--- config.mk ---
export PLATFORM = sky130hd
export DESIGN_NAME = dtcu_top
export DESIGN_NICKNAME = d
export VERILOG_FILES = /design/src/rtl/dtcu_pkg.sv /design/src/rtl/dtcu_prescaler.sv /design/src/rtl/dtcu_sync_edge.sv /design/src/rtl/dtcu_top.sv
export SDC_FILE = /design/constraint.sdc
export NUM_CORES = 1
export LEC_CHECK = 0
export BUFFER_PORTS_ARGS = -buffer_cell sky130_fd_sc_hd__clkbuf_2
export CAP_MARGIN = 20
export CORE_MARGIN = 2
export CORE_UTILIZATION = 35
export DETAILED_ROUTE_END_ITERATION = 10
export SYNTH_ARGS = -nofsm -noshare
export SYNTH_HDL_FRONTEND = slang
export SYNTH_SLANG_ARGS = --single-unit
--- constraint.sdc ---
create_clock -name CLK_I -period 2.7 [get_ports CLK_I]
set_input_delay 0.675 -clock CLK_I [delete_from_list [all_inputs] [get_ports CLK_I]]
set_output_delay 0.675 -clock CLK_I [all_outputs]
set_load 0.1 [all_outputs]
--- src/rtl/dtcu_pkg.sv ---
// Purpose: Constants for the dual timer/counter unit
// Assumes: Byte-wide special function register bus, 100 MHz CLK_I
// Notes:   Functional notes
//
// Functional notes
// - Split mode: low byte runs on timer A controls
// - Split high byte counts internal clocks only
// - Split high byte: B run enables, sets B flag
// - Split: timer B no events, no flag
// - Split: timer B overflow pulses still exported
// - Split: timer B runs unless mode 3
// - Overflow flags set; software or vector clears
// - Run bits enable timers when set
// - External flags: edge sticky, level follows input
// - Type bit: 0 level, 1 edge
// - Gate requires active external input to run
// - Count select: internal clock or pin falls
// - Mode field: 13, 16, 8-reload, split/inactive
// - Clock choice: prescaled or system clock
// - Prescale: /12, /4, /48, external /8
// - External clock synchronized, not above system clock
// - Third timer clock choices stored, exported
// - Clock select bits 7, 2 read zero
// - Low bytes readable, writable, reset zero
// - Mode 0 wraps at 0x1FFF, sets flag
// - Mode 2 reloads low from high byte
// - Run bit keeps count, never reloads
package dtcu_pkg;
  localparam logic [7:0] ADDR_CTRL   = 8'h88;
  localparam logic [7:0] ADDR_MODE   = 8'h89;
  localparam logic [7:0] ADDR_A_LO   = 8'h8A;
  localparam logic [7:0] ADDR_B_LO   = 8'h8B;
  localparam logic [7:0] ADDR_A_HI   = 8'h8C;
  localparam logic [7:0] ADDR_B_HI   = 8'h8D;
  localparam logic [7:0] ADDR_CKSEL  = 8'h8F;
  localparam logic [7:0] RESET_VALUE = 8'h00;
  localparam logic [7:0] CKSEL_MASK  = 8'h7B;
  // Control/status bit positions
  localparam int CT_B_FLAG = 7;
  localparam int CT_B_RUN  = 6;
  localparam int CT_A_FLAG = 5;
  localparam int CT_A_RUN  = 4;
  localparam int CT_XB_FLG = 3;
  localparam int CT_XB_EDG = 2;
  localparam int CT_XA_FLG = 1;
  localparam int CT_XA_EDG = 0;
  // Mode register bit positions
  localparam int MD_B_GATE = 7;
  localparam int MD_B_CNT  = 6;
  localparam int MD_B_MODE = 4;
  localparam int MD_A_GATE = 3;
  localparam int MD_A_CNT  = 2;
  localparam int MD_A_MODE = 0;
  // Clock select bit positions
  localparam int CK_SPL_HI = 6;
  localparam int CK_SPL_LO = 5;
  localparam int CK_B_SYS  = 4;
  localparam int CK_A_SYS  = 3;
  localparam int CK_PRE    = 0;
  typedef enum logic [1:0] {
    MODE_13BIT  = 2'b00,
    MODE_16BIT  = 2'b01,
    MODE_RELOAD = 2'b10,
    MODE_SPLIT  = 2'b11
  } dtcu_mode_e;
  typedef enum logic [1:0] {
    PRE_DIV12 = 2'b00,
    PRE_DIV4  = 2'b01,
    PRE_DIV48 = 2'b10,
    PRE_EXT8  = 2'b11
  } dtcu_pre_e;
  localparam logic [5:0] DIV_12    = 6'h0C;
  localparam logic [5:0] DIV_4     = 6'h04;
  localparam logic [5:0] DIV_48    = 6'h30;
  localparam logic [5:0] DIV_EXT   = 6'h08;
  localparam int         SYNC_N    = 5;
  localparam int         IN_EV_A   = 0;
  localparam int         IN_EV_B   = 1;
  localparam int         IN_INT_A  = 2;
  localparam int         IN_INT_B  = 3;
  localparam int         IN_EXTCLK = 4;
endpackage

--- src/rtl/dtcu_prescaler.sv ---
// Purpose: Shared prescaled clock enable for both timers
// Assumes: External clock already synchronized, one pulse per fall
// Notes:   Divider changes take effect at once, without waiting for the wrap
`timescale 1ns/1ps
`default_nettype none
module dtcu_prescaler
  import dtcu_pkg::*;
(
  input  wire logic      clk_i,
  input  wire logic      rst_i,
  input  wire logic [1:0] sel_i,
  input  wire logic      ext_fall_i,
  output logic           tick_o
);
  logic [5:0] cnt_reg;
  logic [5:0] cnt_next;
  logic [5:0] limit;
  logic       adv;

  always_comb begin
    case (sel_i)
      PRE_DIV12: limit = DIV_12;
      PRE_DIV4:  limit = DIV_4;
      PRE_DIV48: limit = DIV_48;
      default:   limit = DIV_EXT;
    endcase
    adv    = (sel_i == PRE_EXT8) ? ext_fall_i : 1'b1;
    tick_o = adv && (cnt_reg >= limit - 6'h01);
    if (!adv) begin
      cnt_next = cnt_reg;
    end else if (tick_o) begin
      cnt_next = 6'h00;
    end else begin
      cnt_next = cnt_reg + 6'h01;
    end
  end

  always_ff @(posedge clk_i or posedge rst_i) begin
    if (rst_i) begin
      cnt_reg <= 6'h00;
    end else begin
      cnt_reg <= cnt_next;
    end
  end
endmodule
`default_nettype wire

--- src/rtl/dtcu_sync_edge.sv ---
// Purpose: Two-flop synchronizer with falling edge detect
// Assumes: Input is asynchronous to CLK_I
// Notes:   First flop feeds only the second flop
`timescale 1ns/1ps
`default_nettype none
module dtcu_sync_edge (
  input  wire logic clk_i,
  input  wire logic rst_i,
  input  wire logic d_i,
  output logic      level_o,
  output logic      fall_o
);
  logic meta_reg;
  logic sync_reg;
  logic prev_reg;
  logic meta_next;
  logic sync_next;
  logic prev_next;

  always_comb begin
    meta_next = d_i;
    sync_next = meta_reg;
    prev_next = sync_reg;
  end

  always_ff @(posedge clk_i or posedge rst_i) begin
    if (rst_i) begin
      meta_reg <= 1'b1;
      sync_reg <= 1'b1;
      prev_reg <= 1'b1;
    end else begin
      meta_reg <= meta_next;
      sync_reg <= sync_next;
      prev_reg <= prev_next;
    end
  end

  assign level_o = sync_reg;
  assign fall_o  = prev_reg & ~sync_reg;
endmodule
`default_nettype wire

--- src/rtl/dtcu_top.sv ---
// Purpose: Two counter/timers with control, mode and clock registers
// Assumes: Byte SFR bus, write strobe, read data one cycle after address
// Notes:   Register write wins over a count in the same cycle
`timescale 1ns/1ps
`default_nettype none
module dtcu_top
  import dtcu_pkg::*;
(
  input  wire logic       CLK_I,
  input  wire logic       RESET_I,
  input  wire logic [7:0] SFR_ADDR_I,
  input  wire logic [7:0] SFR_WDATA_I,
  input  wire logic       SFR_WR_I,
  output logic [7:0]      SFR_RDATA_O,
  input  wire logic       TIMER_A_EVENT_PIN_I,
  input  wire logic       TIMER_B_EVENT_PIN_I,
  input  wire logic       EXT_IRQ_A_INPUT_I,
  input  wire logic       EXT_IRQ_B_INPUT_I,
  input  wire logic       EXT_IRQ_A_POLARITY_I,
  input  wire logic       EXT_IRQ_B_POLARITY_I,
  input  wire logic       EXT_CLK_I,
  input  wire logic       TIMER_A_VECTOR_I,
  input  wire logic       TIMER_B_VECTOR_I,
  input  wire logic       EXT_IRQ_A_VECTOR_I,
  input  wire logic       EXT_IRQ_B_VECTOR_I,
  output logic            TIMER_A_IRQ_O,
  output logic            TIMER_B_IRQ_O,
  output logic            EXT_IRQ_A_IRQ_O,
  output logic            EXT_IRQ_B_IRQ_O,
  output logic            TIMER_B_OVF_PULSE_O,
  output logic            SPLIT_HIGH_CLOCK_CHOICE_O,
  output logic            SPLIT_LOW_CLOCK_CHOICE_O
);
  import dtcu_pkg::*;

  logic [7:0] ctrl_reg,   ctrl_next;
  logic [7:0] mode_reg,   mode_next;
  logic [7:0] cksel_reg,  cksel_next;
  logic [7:0] a_lo_reg,   a_lo_next;
  logic [7:0] a_hi_reg,   a_hi_next;
  logic [7:0] b_lo_reg,   b_lo_next;
  logic [7:0] b_hi_reg,   b_hi_next;
  logic [7:0] rdata_reg,  rdata_next;
  logic       act_a_reg,  act_a_next;
  logic       act_b_reg,  act_b_next;
  logic       pulse_reg,  pulse_next;

  logic [SYNC_N-1:0] raw_in;
  logic [SYNC_N-1:0] sync_lvl;
  logic [SYNC_N-1:0] sync_fall;
  logic              pre_tick;
  logic [1:0]        a_mode;
  logic [1:0]        b_mode;
  logic              split;
  logic              act_a;
  logic              act_b;
  logic              int_tick_a;
  logic              int_tick_b;
  logic              tick_a;
  logic              tick_b;
  logic              run_a;
  logic              run_b;
  logic              hi_run;
  logic [16:0]       step_a;
  logic [16:0]       step_b;
  logic              ovf_a;
  logic              ovf_b;
  logic              ovf_hi;
  logic              set_fa;
  logic              set_fb;
  logic              wr_ctrl;

  assign raw_in = {EXT_CLK_I, EXT_IRQ_B_INPUT_I, EXT_IRQ_A_INPUT_I,
                   TIMER_B_EVENT_PIN_I, TIMER_A_EVENT_PIN_I};

  // Event, interrupt and external clock pins cross two flops before any use
  genvar gi;
  generate
    for (gi = 0; gi < SYNC_N; gi++) begin : g_sync
      dtcu_sync_edge u_sync (
        .clk_i   (CLK_I),
        .rst_i   (RESET_I),
        .d_i     (raw_in[gi]),
        .level_o (sync_lvl[gi]),
        .fall_o  (sync_fall[gi])
      );
    end
  endgenerate

  dtcu_prescaler u_pre (
    .clk_i      (CLK_I),
    .rst_i      (RESET_I),
    .sel_i      (cksel_reg[CK_PRE +: 2]),
    .ext_fall_i (sync_fall[IN_EXTCLK]),
    .tick_o     (pre_tick)
  );

  // One increment of a timer pair; bit 16 is the overflow
  function automatic logic [16:0] step(input logic [1:0] md, input logic [7:0] hi,
                                       input logic [7:0] lo);
    logic [13:0] v13;
    logic [16:0] v16;
    logic [8:0]  v8;
    v13 = {1'b0, hi, lo[4:0]} + 14'h0001;
    v16 = {1'b0, hi, lo} + 17'h00001;
    v8  = {1'b0, lo} + 9'h001;
    case (md)
      MODE_13BIT:  step = {v13[13], v13[12:5], lo[7:5], v13[4:0]};
      MODE_16BIT:  step = v16;
      MODE_RELOAD: step = {v8[8], hi, v8[8] ? hi : v8[7:0]};
      default:     step = {v8[8], hi, v8[7:0]};
    endcase
  endfunction

  always_comb begin
    a_mode     = mode_reg[MD_A_MODE +: 2];
    b_mode     = mode_reg[MD_B_MODE +: 2];
    split      = (a_mode == MODE_SPLIT);
    act_a      = EXT_IRQ_A_POLARITY_I ? sync_lvl[IN_INT_A] : ~sync_lvl[IN_INT_A];
    act_b      = EXT_IRQ_B_POLARITY_I ? sync_lvl[IN_INT_B] : ~sync_lvl[IN_INT_B];
    int_tick_a = cksel_reg[CK_A_SYS] ? 1'b1 : pre_tick;
    int_tick_b = cksel_reg[CK_B_SYS] ? 1'b1 : pre_tick;
    tick_a     = mode_reg[MD_A_CNT] ? sync_fall[IN_EV_A] : int_tick_a;
    // Split mode takes timer B off its event pin
    tick_b     = (mode_reg[MD_B_CNT] && !split) ? sync_fall[IN_EV_B] : int_tick_b;
    run_a      = ctrl_reg[CT_A_RUN] && (!mode_reg[MD_A_GATE] || act_a);
    if (split) begin
      run_b = (b_mode != MODE_SPLIT);
    end else begin
      run_b = ctrl_reg[CT_B_RUN] && (!mode_reg[MD_B_GATE] || act_b)
              && (b_mode != MODE_SPLIT);
    end
    hi_run  = split && ctrl_reg[CT_B_RUN] && int_tick_a;
    step_a  = step(a_mode, a_hi_reg, a_lo_reg);
    step_b  = step(b_mode, b_hi_reg, b_lo_reg);
    ovf_a   = run_a && tick_a && step_a[16];
    ovf_b   = run_b && tick_b && step_b[16];
    ovf_hi  = hi_run && (a_hi_reg == 8'hFF);
    set_fa  = ovf_a;
    set_fb  = split ? ovf_hi : ovf_b;
    wr_ctrl = SFR_WR_I && (SFR_ADDR_I == ADDR_CTRL);

    // Counting keeps the held value; run never reloads
    a_lo_next = a_lo_reg;
    a_hi_next = a_hi_reg;
    b_lo_next = b_lo_reg;
    b_hi_next = b_hi_reg;
    if (run_a && tick_a) begin
      a_lo_next = step_a[7:0];
      if (!split) begin
        a_hi_next = step_a[15:8];
      end
    end
    if (hi_run) begin
      a_hi_next = a_hi_reg + 8'h01;
    end
    if (run_b && tick_b) begin
      {b_hi_next, b_lo_next} = step_b[15:0];
    end
    pulse_next = ovf_b;

    mode_next  = mode_reg;
    cksel_next = cksel_reg;
    ctrl_next  = ctrl_reg;
    if (SFR_WR_I) begin
      case (SFR_ADDR_I)
        ADDR_CTRL:  ctrl_next  = SFR_WDATA_I;
        ADDR_MODE:  mode_next  = SFR_WDATA_I;
        ADDR_A_LO:  a_lo_next  = SFR_WDATA_I;
        ADDR_B_LO:  b_lo_next  = SFR_WDATA_I;
        ADDR_A_HI:  a_hi_next  = SFR_WDATA_I;
        ADDR_B_HI:  b_hi_next  = SFR_WDATA_I;
        ADDR_CKSEL: cksel_next = SFR_WDATA_I & CKSEL_MASK;
        default:    ;
      endcase
    end

    // Clears first, then hardware sets so no event is lost
    if (TIMER_A_VECTOR_I) begin
      ctrl_next[CT_A_FLAG] = 1'b0;
    end
    if (TIMER_B_VECTOR_I) begin
      ctrl_next[CT_B_FLAG] = 1'b0;
    end
    ctrl_next[CT_A_FLAG] = ctrl_next[CT_A_FLAG] | set_fa;
    ctrl_next[CT_B_FLAG] = ctrl_next[CT_B_FLAG] | set_fb;

    act_a_next = act_a;
    act_b_next = act_b;
    if (ctrl_reg[CT_XA_EDG]) begin
      if (EXT_IRQ_A_VECTOR_I) begin
        ctrl_next[CT_XA_FLG] = 1'b0;
      end
      ctrl_next[CT_XA_FLG] = ctrl_next[CT_XA_FLG] | (act_a && !act_a_reg);
    end else begin
      ctrl_next[CT_XA_FLG] = act_a;
    end
    if (ctrl_reg[CT_XB_EDG]) begin
      if (EXT_IRQ_B_VECTOR_I) begin
        ctrl_next[CT_XB_FLG] = 1'b0;
      end
      ctrl_next[CT_XB_FLG] = ctrl_next[CT_XB_FLG] | (act_b && !act_b_reg);
    end else begin
      ctrl_next[CT_XB_FLG] = act_b;
    end

    case (SFR_ADDR_I)
      ADDR_CTRL:  rdata_next = ctrl_reg;
      ADDR_MODE:  rdata_next = mode_reg;
      ADDR_A_LO:  rdata_next = a_lo_reg;
      ADDR_B_LO:  rdata_next = b_lo_reg;
      ADDR_A_HI:  rdata_next = a_hi_reg;
      ADDR_B_HI:  rdata_next = b_hi_reg;
      ADDR_CKSEL: rdata_next = cksel_reg & CKSEL_MASK;
      default:    rdata_next = RESET_VALUE;
    endcase
  end

  always_ff @(posedge CLK_I or posedge RESET_I) begin
    if (RESET_I) begin
      ctrl_reg  <= RESET_VALUE;
      mode_reg  <= RESET_VALUE;
      cksel_reg <= RESET_VALUE;
      a_lo_reg  <= RESET_VALUE;
      a_hi_reg  <= RESET_VALUE;
      b_lo_reg  <= RESET_VALUE;
      b_hi_reg  <= RESET_VALUE;
      rdata_reg <= RESET_VALUE;
      act_a_reg <= 1'b0;
      act_b_reg <= 1'b0;
      pulse_reg <= 1'b0;
    end else begin
      ctrl_reg  <= ctrl_next;
      mode_reg  <= mode_next;
      cksel_reg <= cksel_next;
      a_lo_reg  <= a_lo_next;
      a_hi_reg  <= a_hi_next;
      b_lo_reg  <= b_lo_next;
      b_hi_reg  <= b_hi_next;
      rdata_reg <= rdata_next;
      act_a_reg <= act_a_next;
      act_b_reg <= act_b_next;
      pulse_reg <= pulse_next;
    end
  end

  assign SFR_RDATA_O               = rdata_reg;
  assign TIMER_A_IRQ_O             = ctrl_reg[CT_A_FLAG];
  assign TIMER_B_IRQ_O             = ctrl_reg[CT_B_FLAG];
  assign EXT_IRQ_A_IRQ_O           = ctrl_reg[CT_XA_FLG];
  assign EXT_IRQ_B_IRQ_O           = ctrl_reg[CT_XB_FLG];
  assign TIMER_B_OVF_PULSE_O       = pulse_reg;
  assign SPLIT_HIGH_CLOCK_CHOICE_O = cksel_reg[CK_SPL_HI];
  assign SPLIT_LOW_CLOCK_CHOICE_O  = cksel_reg[CK_SPL_LO];
endmodule
`default_nettype wire
==> impl_metrics.ini <==
[status]
status = finished clean

[die]
io_pins = 45
die_w_um = 128
die_area_um2 = 16500
initial_core_util = 0.358
dieHeight_um = 128
rows = 45
coreArea_um2 = 15100

[finish]
num-fill-cells = 1530
final_common_cell = nand2_1
syn2layout_area_growth_pct = 15.0
drive_gt1_frac = 0.221
diodes = 0
final_nets = 698
final_cell_mix = 73 x nand2_1, 70 x dfrtp_1, 56 x nor2_1, 56 x o21ai_0, 44 x clkbuf_2

[synth]
synthArstFlopShare = 1.00
syn_inst = 619
netlist_area_um2 = 5420
synth_flop_cell = dfrtp_1
syn_nets = 657
yosysWarnings = 0
synth_seq_cells = 84
synth_edf_count = 0
synth.avg_cell_area_um2 = 8.76
synthDistinctLibCells = 70
yosysSeqAreaShare = 0.391

[routing]
first_pass_iters = 6
routed_via_density = 5.88
route.antenna.remaining_nets = 0
wl_per_cell_um = 19.9
drc = 0
wl_mm = 17.0
drt_iter0_markers = 504
vias = 5012

[sta]
relSlewSlack = 0.629
slew_viol_final = 0
period_needed_ps = 2600
hold_viol_final = 0
setup_violations = 0
skew_ps = 12.8
tns_ps = 0
fmax_mhz = 385
min_period_over_period = 0.962
tightest_slew_ps = 557

[worst_hold_path]
whs_path_depth = 0
hold_class = reg2reg

[worst_setup_path]
cp_max_fo = 6
required_ps = 2940
reg2regPathDepth = 9
cp.arrival_ps = 2830
worstSetupPathType = reg2reg
worstSetupEndpointType = flop
startpoint_type = flop

[placed_design]
place_congestion = 0.894
io_buffers = 44
dp_hpwl_mm = 11.9

[global_route]
track_usage = 0.215
grt_pass1_vias = 4860
antenna_found_initial = 0
grt_max_degree = 85
gr-total-overflow = 0
grt_pass1_wl_mm = 27.1

[clock_network]
cts_hold_buffers = 0
clockRootBuffer = clkbuf_16
h-tree-depth = 3
cts_tree = done
clk_pin_slew_worst_paths_ps = 60
clockBufferDepth = 2
cts_buffers = 9
clk-insertion-delay-late_ps = 360
cts_sinks = 84

[pwr]
leakagePower_nw = 2.59
ir_worst_vdd_mv = 0.436
p_total_mw = 3.52
power_density_nw_per_um2 = 564

[flow_run]
maxCapViolCount = 0
[routing by layer]
layer	track usage	share of wire
met1	0.303	0.45
met5	0	0
met2	0.330	0.46
met4	0.0698	0.017
met3	0.0474	0.066
[critical path, stage by stage (launching register included)]
cell      delay (ps)
dfrtp_2          440
nand2b_1         180
ha_4             290
o211ai_2         110
o21ai_4          160
nand2_1          110
a221o_1          400
or4_1            570
a21oi_2          160
o21ai_1           60
[worst paths after layout]
check | endpoint | slack [ps] | start
worst max-delay path | b_lo_reg[7] | 100 | cksel_reg[0]
worst min-delay path | g_sync[4].u_sync.level_o | 350 | g_sync[4].u_sync.meta_reg
worst max register to register | b_lo_reg[7] | 100 | cksel_reg[0]
worst min register to register | g_sync[4].u_sync.level_o | 350 | g_sync[4].u_sync.meta_reg
max in group asynchronous | cksel_reg[0] | 1890 | RESET_I
min in group asynchronous | ctrl_reg[4] | 450 | RESET_I
[what timing repair did]
action / CTS / global route
hold endpoints to repair: 0 / 0
gates resized for setup: 0 / 5
buffers inserted: 0 / 1
endpoints found under the setup margin: 0 / 8
[logic make-up after synthesis]
family / count (synthesis) / synth area share
buffers and inverters: 52 / 0.0413
AND/OR/NAND/NOR: 239 / 0.217
AO/OA/AOI/OAI: 176 / 0.211
multiplexers: 50 / 0.106
adder cells (fa/ha/maj): 8 / 0.0185
XOR/XNOR: 9 / 0.0145
flip-flops: 84 / 0.391
other: 1 / 0.000691
[Yosys cell counts (8+ instances only)]
cell type,n,share of area
nor2b_1,8,0.0092
nor3_1,12,0.011
a221oi_1,8,0.013
nand4_1,9,0.010
nand3_1,21,0.019
dfrtp_1,71,0.33
nand2_1,73,0.051
mux2_2,26,0.054
a31oi_1,11,0.013
o21ai_0,56,0.052
nor4_1,9,0.010
mux2i_1,20,0.037
ha_1,8,0.018
nand2b_1,12,0.014
nor2_1,56,0.039
inv_1,11,0.0076
and3_1,11,0.013
dfstp_2,13,0.063
buf_2,8,0.0074
clkbuf_1,27,0.019
a21oi_1,41,0.038
[cell type report]
cell class / count / area (um2) / area share
Multi-Input combinational cell: 483 / 3100 / 0.498
Timing Repair Buffer: 71 / 435 / 0.0698
Clock buffer: 13 / 250 / 0.0401
Sequential cell: 84 / 2120 / 0.340
Inverter: 11 / 45.0 / 0.00722
Clock inverter: 3 / 46.3 / 0.00742
Tap cell: 188 / 235 / 0.0377
[power breakdown]
part | internal, mW | total (mW) | switching, mW
clock | 0.746 | 1.28 | 0.536
sequential | 1.39 | 1.59 | 0.202
combinational | 0.275 | 0.643 | 0.369
[metrics by stage]
step	area [um2]	instances	hold slack, ps	util	setup WS (ps)
after floorplan	5430	619	345	-	302
after global placement	5910	836	346	0.390	215
after detailed placement	5910	836	347	0.390	134
after CTS	6200	852	356	0.410	119
after global routing	6240	853	361	0.412	-13.3
final	6240	853	355	0.412	103
(Power assumes the default switching activity.)
